<file path="src/hw/tpg_cfg.svh">
// constants of the test packet generator control block
`ifndef TPG_CFG_SVH
`define TPG_CFG_SVH
`define TPG_CTRL_RESET   16'h0000
`define TPG_DATA_RESET   16'h00AA
`define TPG_CTRL_WMASK   16'hFF7F
`define TPG_BIT_EN       0
`define TPG_BIT_START    1
`define TPG_BIT_BURST    12
`define TPG_BIT_MODE     13
`define TPG_CHUNK        16'd10000
`define TPG_HDR_BYTES    14'd14
`define TPG_FCS_BYTES    14'd4
`define TPG_VIEW_SYNC    4'h9
`define TPG_CRC_POLY     32'hEDB88320
`endif

</file>
<file path="src/hw/tpg_pkg.sv">
// types of the test packet generator control block
package tpg_pkg;
    typedef enum logic [2:0] {
        TPG_IDLE  = 3'b000,
        TPG_HDR   = 3'b001,
        TPG_PAY   = 3'b010,
        TPG_FCS   = 3'b011,
        TPG_GAP   = 3'b100
    } tpg_state_t;
    typedef enum logic [1:0] {
        TPG_DBG_CHAN  = 2'b00,
        TPG_DBG_SYNC  = 2'b01,
        TPG_DBG_TRACE = 2'b10,
        TPG_DBG_SUB   = 2'b11
    } tpg_dbg_kind_t;
endpackage

</file>
<file path="src/hw/tpg_ctrl.sv">
// test packet generator: control register, framing, payload, crc
`include "tpg_cfg.svh"
module tpg_ctrl
    import tpg_pkg::*;
#(
    parameter logic [47:0] ADDR_PREFIX = 48'h0A_BC_DE_FF_FF_F0  // arbitrary vendor prefix
) (
    input  wire logic        clk_sys,
    input  wire logic        rst_b,
    input  wire logic        ctrl_wr,
    input  wire logic [15:0] ctrl_wdata,
    input  wire logic        data_wr,
    input  wire logic [15:0] data_wdata,
    input  wire logic [7:0]  dbg_byte,
    output logic [15:0]      packet_gen_control,
    output logic [15:0]      payload_data_reg,
    output logic             tx_valid,
    output logic [7:0]       tx_byte,
    output logic             tx_sof,
    output logic             tx_eof,
    output logic [1:0]       dbg_channel,
    output logic [1:0]       dbg_phase,
    output tpg_dbg_kind_t    dbg_kind,
    output logic             gen_busy
);
    logic [15:0]   ctrl_q, ctrl_d, data_q, data_d;
    tpg_state_t    st_q, st_d;
    logic [13:0]   cnt_q, cnt_d, len_q, len_d;
    logic [15:0]   pkt_q, pkt_d;
    logic [1:0]    sub_q, sub_d;
    logic [31:0]   crc_q, crc_d, lfsr_q, lfsr_d;
    logic [7:0]    inc_q, inc_d, byte_d, byte_q;
    logic          val_d, val_q, sof_d, sof_q, eof_d, eof_q;
    logic [1:0]    ch_d, ch_q, ph_d, ph_q;
    tpg_dbg_kind_t kind_d, kind_q;
    logic [13:0]   size_len, gap_len, rnd_len, pay_len;
    logic [47:0]   da, sa;
    logic [7:0]    hdr_byte;
    logic          en, start, single, burst, last_pkt;
    logic          busy_d, busy_q;

    assign en     = ctrl_q[`TPG_BIT_EN];
    assign start  = ctrl_q[`TPG_BIT_START];
    assign single = ctrl_q[`TPG_BIT_MODE];
    assign burst  = ctrl_q[`TPG_BIT_BURST];
    assign da = {ADDR_PREFIX[47:4], data_q[15:12]};
    assign sa = {ADDR_PREFIX[47:4], data_q[11:8]};
    // length field carries payload bytes only
    assign pay_len = len_q - `TPG_HDR_BYTES - `TPG_FCS_BYTES;

    always_comb begin
        case (lfsr_q[1:0])
            2'b00:   rnd_len = 14'd64;
            2'b01:   rnd_len = 14'd256;
            2'b10:   rnd_len = 14'd1024;
            default: rnd_len = 14'd1518;
        endcase
    end
    always_comb begin
        case (ctrl_q[6:4])
            3'b000:  size_len = 14'd64;
            3'b001:  size_len = 14'd2048;
            3'b010:  size_len = 14'd256;
            3'b011:  size_len = 14'd4096;
            3'b100:  size_len = 14'd1024;
            3'b101:  size_len = 14'd1518;
            3'b110:  size_len = 14'd9000;
            default: size_len = rnd_len;
        endcase
    end
    // gap in byte times, 8 bits per byte cycle
    always_comb begin
        case (ctrl_q[11:10])
            2'b00:   gap_len = 14'd6;
            2'b01:   gap_len = 14'd12;
            2'b10:   gap_len = 14'd120;
            default: gap_len = 14'd1200;
        endcase
    end
    always_comb begin
        hdr_byte = 8'h00;
        if (cnt_q < 14'd6)
            hdr_byte = da[8'(6'd47 - 6'(cnt_q) * 6'd8) -: 8];
        else if (cnt_q < 14'd12)
            hdr_byte = sa[8'(6'd47 - 6'(cnt_q - 14'd6) * 6'd8) -: 8];
        else if (cnt_q == 14'd12)
            hdr_byte = {2'b00, pay_len[13:8]};
        else
            hdr_byte = pay_len[7:0];
    end

    // register file; reserved bit 7 stays zero whatever is written
    always_comb begin
        ctrl_d = ctrl_q;
        data_d = data_q;
        if (ctrl_wr)
            ctrl_d = ctrl_wdata & `TPG_CTRL_WMASK;
        if (data_wr)
            data_d = data_wdata;
        // single mode clears start when done
        if (!ctrl_wr && st_q == TPG_GAP && cnt_q == gap_len && single && last_pkt)
            ctrl_d[`TPG_BIT_START] = 1'b0;
    end
    always_ff @(posedge clk_sys) begin
        if (!rst_b) begin
            ctrl_q <= `TPG_CTRL_RESET;
            data_q <= `TPG_DATA_RESET;
        end else begin
            ctrl_q <= ctrl_d;
            data_q <= data_d;
        end
    end

    // single ends after one, or after four in burst
    assign last_pkt = burst ? (sub_q == 2'd3) : 1'b1;

    function automatic logic [31:0] crc_step(input logic [31:0] c, input logic [7:0] b);
        logic [31:0] r;
        r = c ^ {24'h000000, b};
        for (int i = 0; i < 8; i++)
            r = r[0] ? ((r >> 1) ^ `TPG_CRC_POLY) : (r >> 1);
        return r;
    endfunction

    always_comb begin
        st_d   = st_q;
        cnt_d  = cnt_q;
        len_d  = len_q;
        pkt_d  = pkt_q;
        sub_d  = sub_q;
        crc_d  = crc_q;
        inc_d  = inc_q;
        byte_d = 8'h00;
        val_d  = 1'b0;
        sof_d  = 1'b0;
        eof_d  = 1'b0;
        lfsr_d = {lfsr_q[30:0], lfsr_q[31] ^ lfsr_q[21] ^ lfsr_q[1] ^ lfsr_q[0]};
        case (st_q)
            TPG_IDLE: begin
                sub_d = 2'd0;
                pkt_d = 16'd0;
                if (en && start) begin
                    st_d  = TPG_HDR;
                    cnt_d = 14'd0;
                    len_d = size_len;
                end
            end
            TPG_HDR: begin
                val_d  = 1'b1;
                byte_d = hdr_byte;
                sof_d  = (cnt_q == 14'd0);
                crc_d  = crc_step((cnt_q == 14'd0) ? 32'hFFFFFFFF : crc_q, hdr_byte);
                inc_d  = 8'h00;
                cnt_d  = cnt_q + 14'd1;
                if (cnt_q == `TPG_HDR_BYTES - 14'd1)
                    st_d = TPG_PAY;
            end
            TPG_PAY: begin
                val_d = 1'b1;
                case (ctrl_q[9:8])
                    2'b00:   byte_d = lfsr_q[7:0];
                    2'b01:   byte_d = inc_q;
                    2'b10:   byte_d = data_q[7:0];
                    default: byte_d = dbg_byte;
                endcase
                inc_d = inc_q + 8'h01;
                crc_d = crc_step(crc_q, byte_d);
                cnt_d = cnt_q + 14'd1;
                if (cnt_q == len_q - `TPG_FCS_BYTES - 14'd1)
                    st_d = TPG_FCS;
            end
            TPG_FCS: begin
                val_d  = 1'b1;
                byte_d = ~crc_q[7:0];
                crc_d  = {8'h00, crc_q[31:8]};
                cnt_d  = cnt_q + 14'd1;
                if (cnt_q == len_q - 14'd1) begin
                    eof_d = 1'b1;
                    st_d  = TPG_GAP;
                    cnt_d = 14'd1;
                end
            end
            TPG_GAP: begin
                cnt_d = cnt_q + 14'd1;
                if (!en || !start) begin
                    st_d = TPG_IDLE;
                end else if (cnt_q == gap_len) begin
                    sub_d = sub_q + 2'd1;
                    pkt_d = (pkt_q == `TPG_CHUNK - 16'd1) ? 16'd0 : pkt_q + 16'd1;
                    if (single && last_pkt) begin
                        st_d = TPG_IDLE;
                    end else begin
                        st_d  = TPG_HDR;
                        cnt_d = 14'd0;
                        len_d = size_len;
                    end
                end
            end
            default: st_d = TPG_IDLE;
        endcase
        // disable aborts at once, byte in flight dropped too
        if (!en) begin
            st_d   = TPG_IDLE;
            val_d  = 1'b0;
            sof_d  = 1'b0;
            eof_d  = 1'b0;
            byte_d = 8'h00;
        end
        // busy from a flop, same timing as the state
        busy_d = (st_d != TPG_IDLE);
    end

    // debug selection outputs
    always_comb begin
        ch_d   = ctrl_q[15:14];
        ph_d   = 2'd0;
        kind_d = TPG_DBG_SUB;
        if (burst && ctrl_q[3:2] == 2'd1) begin
            ch_d   = sub_q;
            kind_d = TPG_DBG_CHAN;
        end else if (burst && ctrl_q[3:2] == 2'd0) begin
            ph_d   = sub_q;
            kind_d = TPG_DBG_CHAN;
        end else if (!burst && data_q[3:0] == `TPG_VIEW_SYNC) begin
            if (ctrl_q[3:2] == 2'd0)
                kind_d = TPG_DBG_SYNC;
            else if (ctrl_q[3:2] == 2'd1)
                kind_d = TPG_DBG_TRACE;
        end
    end

    always_ff @(posedge clk_sys) begin
        if (!rst_b) begin
            st_q   <= TPG_IDLE;
            cnt_q  <= 14'd0;
            len_q  <= 14'd64;
            pkt_q  <= 16'd0;
            sub_q  <= 2'd0;
            crc_q  <= 32'hFFFFFFFF;
            lfsr_q <= 32'h0000_0001;
            inc_q  <= 8'h00;
            byte_q <= 8'h00;
            val_q  <= 1'b0;
            sof_q  <= 1'b0;
            eof_q  <= 1'b0;
            ch_q   <= 2'd0;
            ph_q   <= 2'd0;
            kind_q <= TPG_DBG_SUB;
            busy_q <= 1'b0;
        end else begin
            st_q   <= st_d;
            cnt_q  <= cnt_d;
            len_q  <= len_d;
            pkt_q  <= pkt_d;
            sub_q  <= sub_d;
            crc_q  <= crc_d;
            lfsr_q <= lfsr_d;
            inc_q  <= inc_d;
            byte_q <= byte_d;
            val_q  <= val_d;
            sof_q  <= sof_d;
            eof_q  <= eof_d;
            ch_q   <= ch_d;
            ph_q   <= ph_d;
            kind_q <= kind_d;
            busy_q <= busy_d;
        end
    end

    assign packet_gen_control = ctrl_q;
    assign payload_data_reg   = data_q;
    assign tx_valid           = val_q;
    assign tx_byte            = byte_q;
    assign tx_sof             = sof_q;
    assign tx_eof             = eof_q;
    assign dbg_channel        = ch_q;
    assign dbg_phase          = ph_q;
    assign dbg_kind           = kind_q;
    assign gen_busy           = busy_q;
endmodule

</file>
<file path="config.mk">
export PLATFORM = sky130hd
export DESIGN_NAME = tpg_ctrl
export DESIGN_NICKNAME = d
export VERILOG_FILES = /design/src/hw/tpg_pkg.sv /design/src/hw/tpg_ctrl.sv
export VERILOG_INCLUDE_DIRS = /design/src /design/src/hw
export SDC_FILE = /design/constraint.sdc
export NUM_CORES = 1
export LEC_CHECK = 0
export ABC_AREA = 1
export BUFFER_PORTS_ARGS = -buffer_cell sky130_fd_sc_hd__buf_2
export CORE_MARGIN = 2
export CORE_UTILIZATION = 40
export DETAILED_ROUTE_END_ITERATION = 8
export PLACE_DENSITY = 0.64
export SYNTH_ARGS = -nofsm -noshare
export SYNTH_HDL_FRONTEND = slang
export SYNTH_SLANG_ARGS = --single-unit
</file>
<file path="constraint.sdc">
create_clock -name clk_sys -period 3.6 [get_ports clk_sys]
set_input_delay 0 -clock clk_sys [delete_from_list [all_inputs] [get_ports clk_sys]]
set_output_delay 0 -clock clk_sys [all_outputs]
set_load 0.02 [all_outputs]
</file>
==> metrics.cfg, run 1 <==
[place]
dp.final_hpwl_um = 24500
io_buffers = 91
gp_congestion = 0.939

[clock_network]
cts_tree = built
cts-buffers-inserted = 17
clock_latency_ns = 0.45
cts-htree-levels = 4
root_buffer = clkbuf_16
cts_sinks = 148
clk_pin_slew_ns = 0.09
post-cts-setup-buffers = 0
clk_path_buf_depth = 2

[die]
die_width_um = 165
die_h_um = 165
io_pins = 94
core_um2 = 25800
placementRows = 59
initial_core_util_pct = 40.4
dieArea_um2 = 27400

[grt]
grt-ovfl-total = 0
grt_max_degree = 87
grt-busiest-layer = met2
grt_pass1_wl_um = 53200
met3_usage_pct = 5.67
grt_pass1_vias = 10200
grt_use_met1_pct = 33.9
antenna_found_initial = 1
grtUsageMet2_pct = 39.2
grt_use_total_pct = 25.0

[setup_path]
crit_fanout = 8
r2r_start = cnt_q[1]
worstPathArrival_ns = 3.69
cp_top_family = simple AND/OR/NAND/NOR gates
timing.critical_path.cells = buf_4 > ha_1 > inv_1 > nand2_1 > nand2_2 > nor2_1 > nand2_1 > nand2_2 > nand3_1 > nand2_1 > nand3_1 > nand2_1 > nand2_1 > nand2_1 > nand2_1 > inv_1 > nand3_1 > nand3b_1 > nand3_1 > nand2_1 > nand2_1 > nand2_1
rrSetupSlack_ns = 0.29
rr_endpoint = crc_q[24]
cp.required_ns = 3.98
slowest_stage = dfxtp_1
start_kind = register
worst-path-buf-inv = 3
reg2reg_depth = 22
cpPeakStageDelay_ns = 0.48
cp_common_cell = nand2_1
worstSetupEndpointType = register
critPathKind = register to register

[timing]
max_clock_freq_ghz = 0.302
fin_skew_ns = 0.0238
hold_viol_final = 0
tightest_slew_ns = 0.854
rsz0062_at_grt = no
finalCriticalPeriod_ns = 3.31
setup_tns_ns = 0
finalSetupViolations = 0
slew_headroom_pct = 43.0
finalCritPeriodShare_pct = 91.8
holdWs_ns = 0.0562
slew_viol_final = 0

[routing]
ant_nets = 0
drc = 0
avgRoutedWirePerCell_um = 15.9
vias_per_cell = 5.23
num_vias = 11000
drt_pass1_iterations = 5
drtIter0Drc = 869
wl_um = 33400

[layout]
fillCellCount = 2671
diodes = 0
area_growth_pct = 16.4
drive_above_1_share_pct = 12.7
nNetsFinal = 1823

[yosys]
synth_cells = 1645
syn_nets = 1711
syn_area_per_cell_um2 = 6.34
syn-cell-area_um2 = 10400
synth_top_area_share_pct = 28.4
synth_area_leaders = dfxtp_1, nand2_1, nand3_1, inv_1, xor2_1
yosysTopAreaCell = dfxtp_1
ys_seq_area_share_pct = 28.4
async_flop_share_pct = 0
synth-edff-count = 0
ys_warn_count = 0
ys_ff_latch = 148
synthFlopType = dfxtp_1
synth.distinct_cells = 55

[outcome]
status = finished clean

[power]
power.density_nw_per_um2 = 355
ir_drop_mv = 0.260
power.total_mw = 4.31
p_leak_nw = 5.91

[min_path]
holdPathEnd = payload_data_reg[0]
min_path_type = input port to register
hold_path_depth = 3
hold_path.startpoint = data_wr

[run]
maxCapViolations = 0

==> stage by stage <==
stage	cell area, um2	utilization (%)	instances	setup WS [ns]
floorplan	10400	-	1645	0.865
global placement	11100	43.1	2033	0.464
detailed placement	11100	43.1	2033	0.376
CTS	12100	47.0	2105	0.335
global route	12100	47.0	2105	0.0161
finish	12100	47.0	2105	0.294
==> power breakdown <==
group / switching, mW / internal, mW
Sequential: 0.0485 / 1.68
Combinational: 0.468 / 0.261
Clock: 0.910 / 0.949
==> tightest hold or removal path, stage by stage <==
cell and delay, ns:
buf_2 0.21, o21ai_0 0.19, nor2_1 0.05
==> final cells by class <==
class | count | area, um2 | share of cell area [%]
multi-input combinational | 1240 | 6390 | 52.7
sequential | 148 | 2960 | 24.4
clock buffer | 17 | 425 | 3.51
timing repair buffer | 149 | 991 | 8.17
inverter | 201 | 764 | 6.30
tap | 335 | 419 | 3.45
clock inverter | 15 | 183 | 1.51
==> layout by cell type, fill, tap and decap left out, types with 24 or more instances in the layout <==
cell type        n
inv_1          187
buf_2           91
o21ai_0         87
a21oi_1         82
nand3_1        155
nand2_2         24
dfxtp_1        148
nand2_1        491
xor2_1          65
nor2_1         137
dlygate4sd3_1   40
==> worst max-delay path by stage <==
| stage | startpoint | end | slack [ns] | cells after the start |
|---|---|---|---|---|
| 5_1_grt | cnt_q[1] | crc_q[24] | 0.02 | 21 |
| 6_report | cnt_q[1] | crc_q[24] | 0.29 | 22 |
| 3_5_place_dp | cnt_q[1] | crc_q[24] | 0.38 | 22 |
| 2_1_floorplan | cnt_q[1] | crc_q[14] | 0.86 | 25 |
| 4_1_cts | cnt_q[1] | crc_q[25] | 0.34 | 24 |
| 3_3_place_gp | cnt_q[1] | crc_q[19] | 0.46 | 24 |
==> cells by family (layout without fill, tap and decap cells) <==
group | count (synthesis) | count (layout) | share of synthesized area, %
DFF | 148 | 148 | 28.4
and+or+nand+nor | 879 | 879 | 36.5
xor gates and xnor gates | 88 | 88 | 8.29
AOI/OAI and AO/OA | 250 | 250 | 13.7
adders and majority gates | 22 | 22 | 2.64
other | 1 | 1 | 0.0360
buffers and inverters | 257 | 382 | 10.4
==> Yosys cell counts, drive strengths merged, types with 2 or more instances <==
master,number
o21ai,105
nand4,8
inv,198
o221ai,2
clkbuf,29
clkinv,3
xnor2,17
a221oi,2
nor3,18
o21a,4
o31ai,2
nand2,522
o22ai,7
a211oi,10
nor4,2
a311oi,3
o211ai,14
nand3b,7
or2,11
nand3,161
xor2,71
a31oi,6
a22oi,5
buf,27
ha,22
a21oi,82
nor2,149
a2111oi,2
dfxtp,148
o2bb2ai,2
==> metal layers <==
layer	up-vias	wire (um)
li1	5499	-
met1	5082	15400
met2	366	14700
met3	56	2440
met4	0	867
met5	-	0
==> what timing repair did <==
action	in CTS	in global routing
hold buffers	40	0
endpoints found under the setup margin	0	1
hold endpoints to repair	34	0
resized for setup	0	1
(Power assumes the default switching activity.)
==> run 2: changes to the inputs <==
--- a/config.mk
+++ b/config.mk
@@ -6,12 +6,12 @@
 export SDC_FILE = /design/constraint.sdc
 export NUM_CORES = 1
 export LEC_CHECK = 0
-export ABC_AREA = 1
+export ABC_AREA = 0
 export BUFFER_PORTS_ARGS = -buffer_cell sky130_fd_sc_hd__buf_2
 export CORE_MARGIN = 2
 export CORE_UTILIZATION = 40
 export DETAILED_ROUTE_END_ITERATION = 8
-export PLACE_DENSITY = 0.64
+export PLACE_DENSITY = 0.65
 export SYNTH_ARGS = -nofsm -noshare
 export SYNTH_HDL_FRONTEND = slang
 export SYNTH_SLANG_ARGS = --single-unit
==> metrics.cfg, run 2 <==
[setup_path]
worstSetupEndpointType = register
cp.required_ns = 3.98  ; about the same
crit_fanout = 17  ; +9
critPathKind = register to register
worstPathArrival_ns = 3.83  ; +0.14 ns
start_kind = register

[routing]
drt_pass1_iterations = 6  ; +1
drtIter0Drc = 726  ; -16%
drc = 0  ; unchanged
num_vias = 8411  ; -24%
ant_nets = 0  ; unchanged
wl_um = 26700  ; -20%
avgRoutedWirePerCell_um = 17.3  ; +9.2%
vias_per_cell = 5.46  ; +4.5%

[yosys]
synth-edff-count = 0  ; unchanged
ys_seq_area_share_pct = 32.1  ; +3.6 points
ys_ff_latch = 148  ; unchanged
async_flop_share_pct = 0  ; unchanged
syn_nets = 1168  ; -32%
synth.distinct_cells = 81  ; +47%
ys_warn_count = 0  ; unchanged
syn_area_per_cell_um2 = 8.39  ; +32%
synthFlopType = dfxtp_1
syn-cell-area_um2 = 9240  ; -11%
synth_top_cells_by_count = dfxtp_1, nor2_1, nand2_1
yosysTopAreaCell = dfxtp_1
synth_top_area_share_pct = 32.1  ; +3.6 points
synth_cells = 1102  ; -33%
yosysMostFrequentCell = dfxtp_1
synth_area_leaders = dfxtp_1, xnor2_1, xor2_1, nor2_1, a21oi_1

[outcome]
status = finished clean

[timing]
finalCritPeriodShare_pct = 95.9  ; +4.1 points
max_clock_freq_ghz = 0.290  ; -4.2%
setup_tns_ns = 0  ; unchanged
fin_skew_ns = 0.0107  ; -0.0131 ns
slew_headroom_pct = 17.8  ; -25 points
tightest_slew_ns = 1.23  ; +0.375 ns
finalSetupViolations = 0  ; unchanged
slew_viol_final = 0  ; unchanged
hold_viol_final = 0  ; unchanged
finalCriticalPeriod_ns = 3.45  ; +0.146 ns

[clock_network]
clk_path_buf_depth = 2  ; unchanged
root_buffer = clkbuf_16
clock_latency_ns = 0.44  ; about the same
clk_pin_slew_ns = 0.08  ; about the same
cts-buffers-inserted = 17  ; unchanged
cts_sinks = 148  ; unchanged
cts_tree = built
cts-htree-levels = 4  ; unchanged

[grt]
grt_pass1_wl_um = 43000  ; -19%
grt_max_degree = 59  ; -32%
grt_use_total_pct = 22.5  ; -2.5 points
grt-ovfl-total = 0  ; unchanged
antenna_found_initial = 0  ; -1
grt_pass1_vias = 7986  ; -22%

[layout]
fillCellCount = 2083  ; -22%
nNetsFinal = 1308  ; -28%
diodes = 0  ; unchanged
multi_input_area_um2 = 5960  ; -6.7%
finalNonFillerCells = 1540  ; -27%
regArea_um2 = 2960  ; about the same
area_growth_pct = 22.2
drive_above_1_share_pct = 19.7  ; +7.0 points
final_cell_mix = dfxtp_1, nor2_1, nand2_1, buf_2, a21oi_1
layout_commonest_cell = dfxtp_1

[place]
gp_congestion = 0.926  ; -1.3%
io_buffers = 91  ; unchanged
dp.cells = 1470  ; -28%
dp.final_hpwl_um = 18800  ; -23%

[die]
die_width_um = 156  ; -5.7%
dieArea_um2 = 24300  ; -11%
placementRows = 55  ; -6.8%
io_pins = 94  ; unchanged
initial_core_util_pct = 40.8  ; +0.47 points
die_h_um = 156  ; -5.7%
core_um2 = 22600  ; -12%

[power]
power.density_nw_per_um2 = 361  ; +1.5%
p_leak_nw = 4.57  ; -23%
ir_drop_mv = 0.252  ; -3.2%

[min_path]
min_path_type = input port to register

[run]
maxCapViolations = 0  ; unchanged

run 2: cell count changes after synthesis, moves of 34 or more:
cell	delta
nand2_1	-397
and2_1	+41
mux2i_1	+34
inv_1	-167
nor2_1	-34
xnor2_1	+51
nor2b_1	+51
nand3_1	-135
run 2: cell families (layout without fill, tap and decap cells):
kind of cell               Yosys count  count (layout)  synth area share (%)
and+or+nand+nor                    410             410                  22.6
AOI/OAI and AO/OA                  248             248                  17.1
DFF                                148             148                  32.1
xor gates and xnor gates           136             136                  15.4
buffers and inverters               95             248                  4.21
muxes                               42              42                  5.63
adders and majority gates           22              22                  2.98
other                                1               1                0.0406
run 2: final timing paths:
check,endpoint,slack (ns),cells after the start,from
worst max-delay path,crc_q[21],0.15,15,cnt_q[1]
worst min-delay path,crc_q[30],0.03,2,rst_b
worst max register to register,crc_q[21],0.15,15,cnt_q[1]
worst min register to register,lfsr_q[12],0.43,1,lfsr_q[11]
run 2: per-stage QoR:
step	power, mW	area [um2]	utilization (%)	hold WS, ns	setup slack (ns)
2_1_floorplan	2.10	9240	-	0.129	0.0308
3_3_place_gp	2.25	10200	45.2	0.215	0.0783
3_5_place_dp	2.25	10200	45.2	0.226	-0.0346
4_1_cts	4.09	11200	49.3	0.0132	0.0533
5_1_grt	4.23	11300	49.9	0.0282	-0.00893
6_report	4.07	11300	49.9	0.0267	0.147
run 2: power breakdown:
| part | switching (mW) | internal, mW | leakage [nW] |
|---|---|---|---|
| Sequential | 0.0386 | 1.67 | 1.20 |
| Combinational | 0.296 | 0.247 | 3.08 |
| Clock | 0.884 | 0.941 | 0.292 |
| Total | 1.22 | 2.85 | 4.57 |
run 2: layout make-up:
type	count	share of cell area, %
Inverter	23	0.776
Timing Repair Buffer	193	11.6
Clock inverter	15	1.64
Multi-Input combinational cell	859	52.8
Sequential cell	148	26.3
Tap cell	285	3.16
Clock buffer	17	3.77
run 2: worst max-delay path, stage by stage (launching register included):
cell	delay, ns
dfxtp_2	0.37
clkinv_2	0.06
ha_1	0.30
buf_4	0.20
and4b_1	0.23
a31oi_1	0.21
o2111a_1	0.28
nor2_1	0.07
a22o_1	0.23
and4bb_4	0.43
xnor2_4	0.12
buf_4	0.17
xnor2_2	0.21
nor3_1	0.07
a311oi_1	0.31
a21o_1	0.12
run 2: routing by layer:
metal	track usage [%]	wire length [um]	vias to the layer above
li1	-	-	4084
met1	31.0	12400	3903
met2	35.2	11500	386
met3	5.67	2310	38
met4	5.72	497	0
met5	0	0	-
run 2: timing repair:
| action | 4_1_cts | 5_1_grt |
|---|---|---|
| endpoints found under the hold margin | 31 | 0 |
| pin swaps | 0 | 6 |
| setup buffers | 0 | 7 |
| endpoints found under the setup margin | 3 | 23 |
| hold buffers | 31 | 0 |
| gates resized for setup | 1 | 12 |
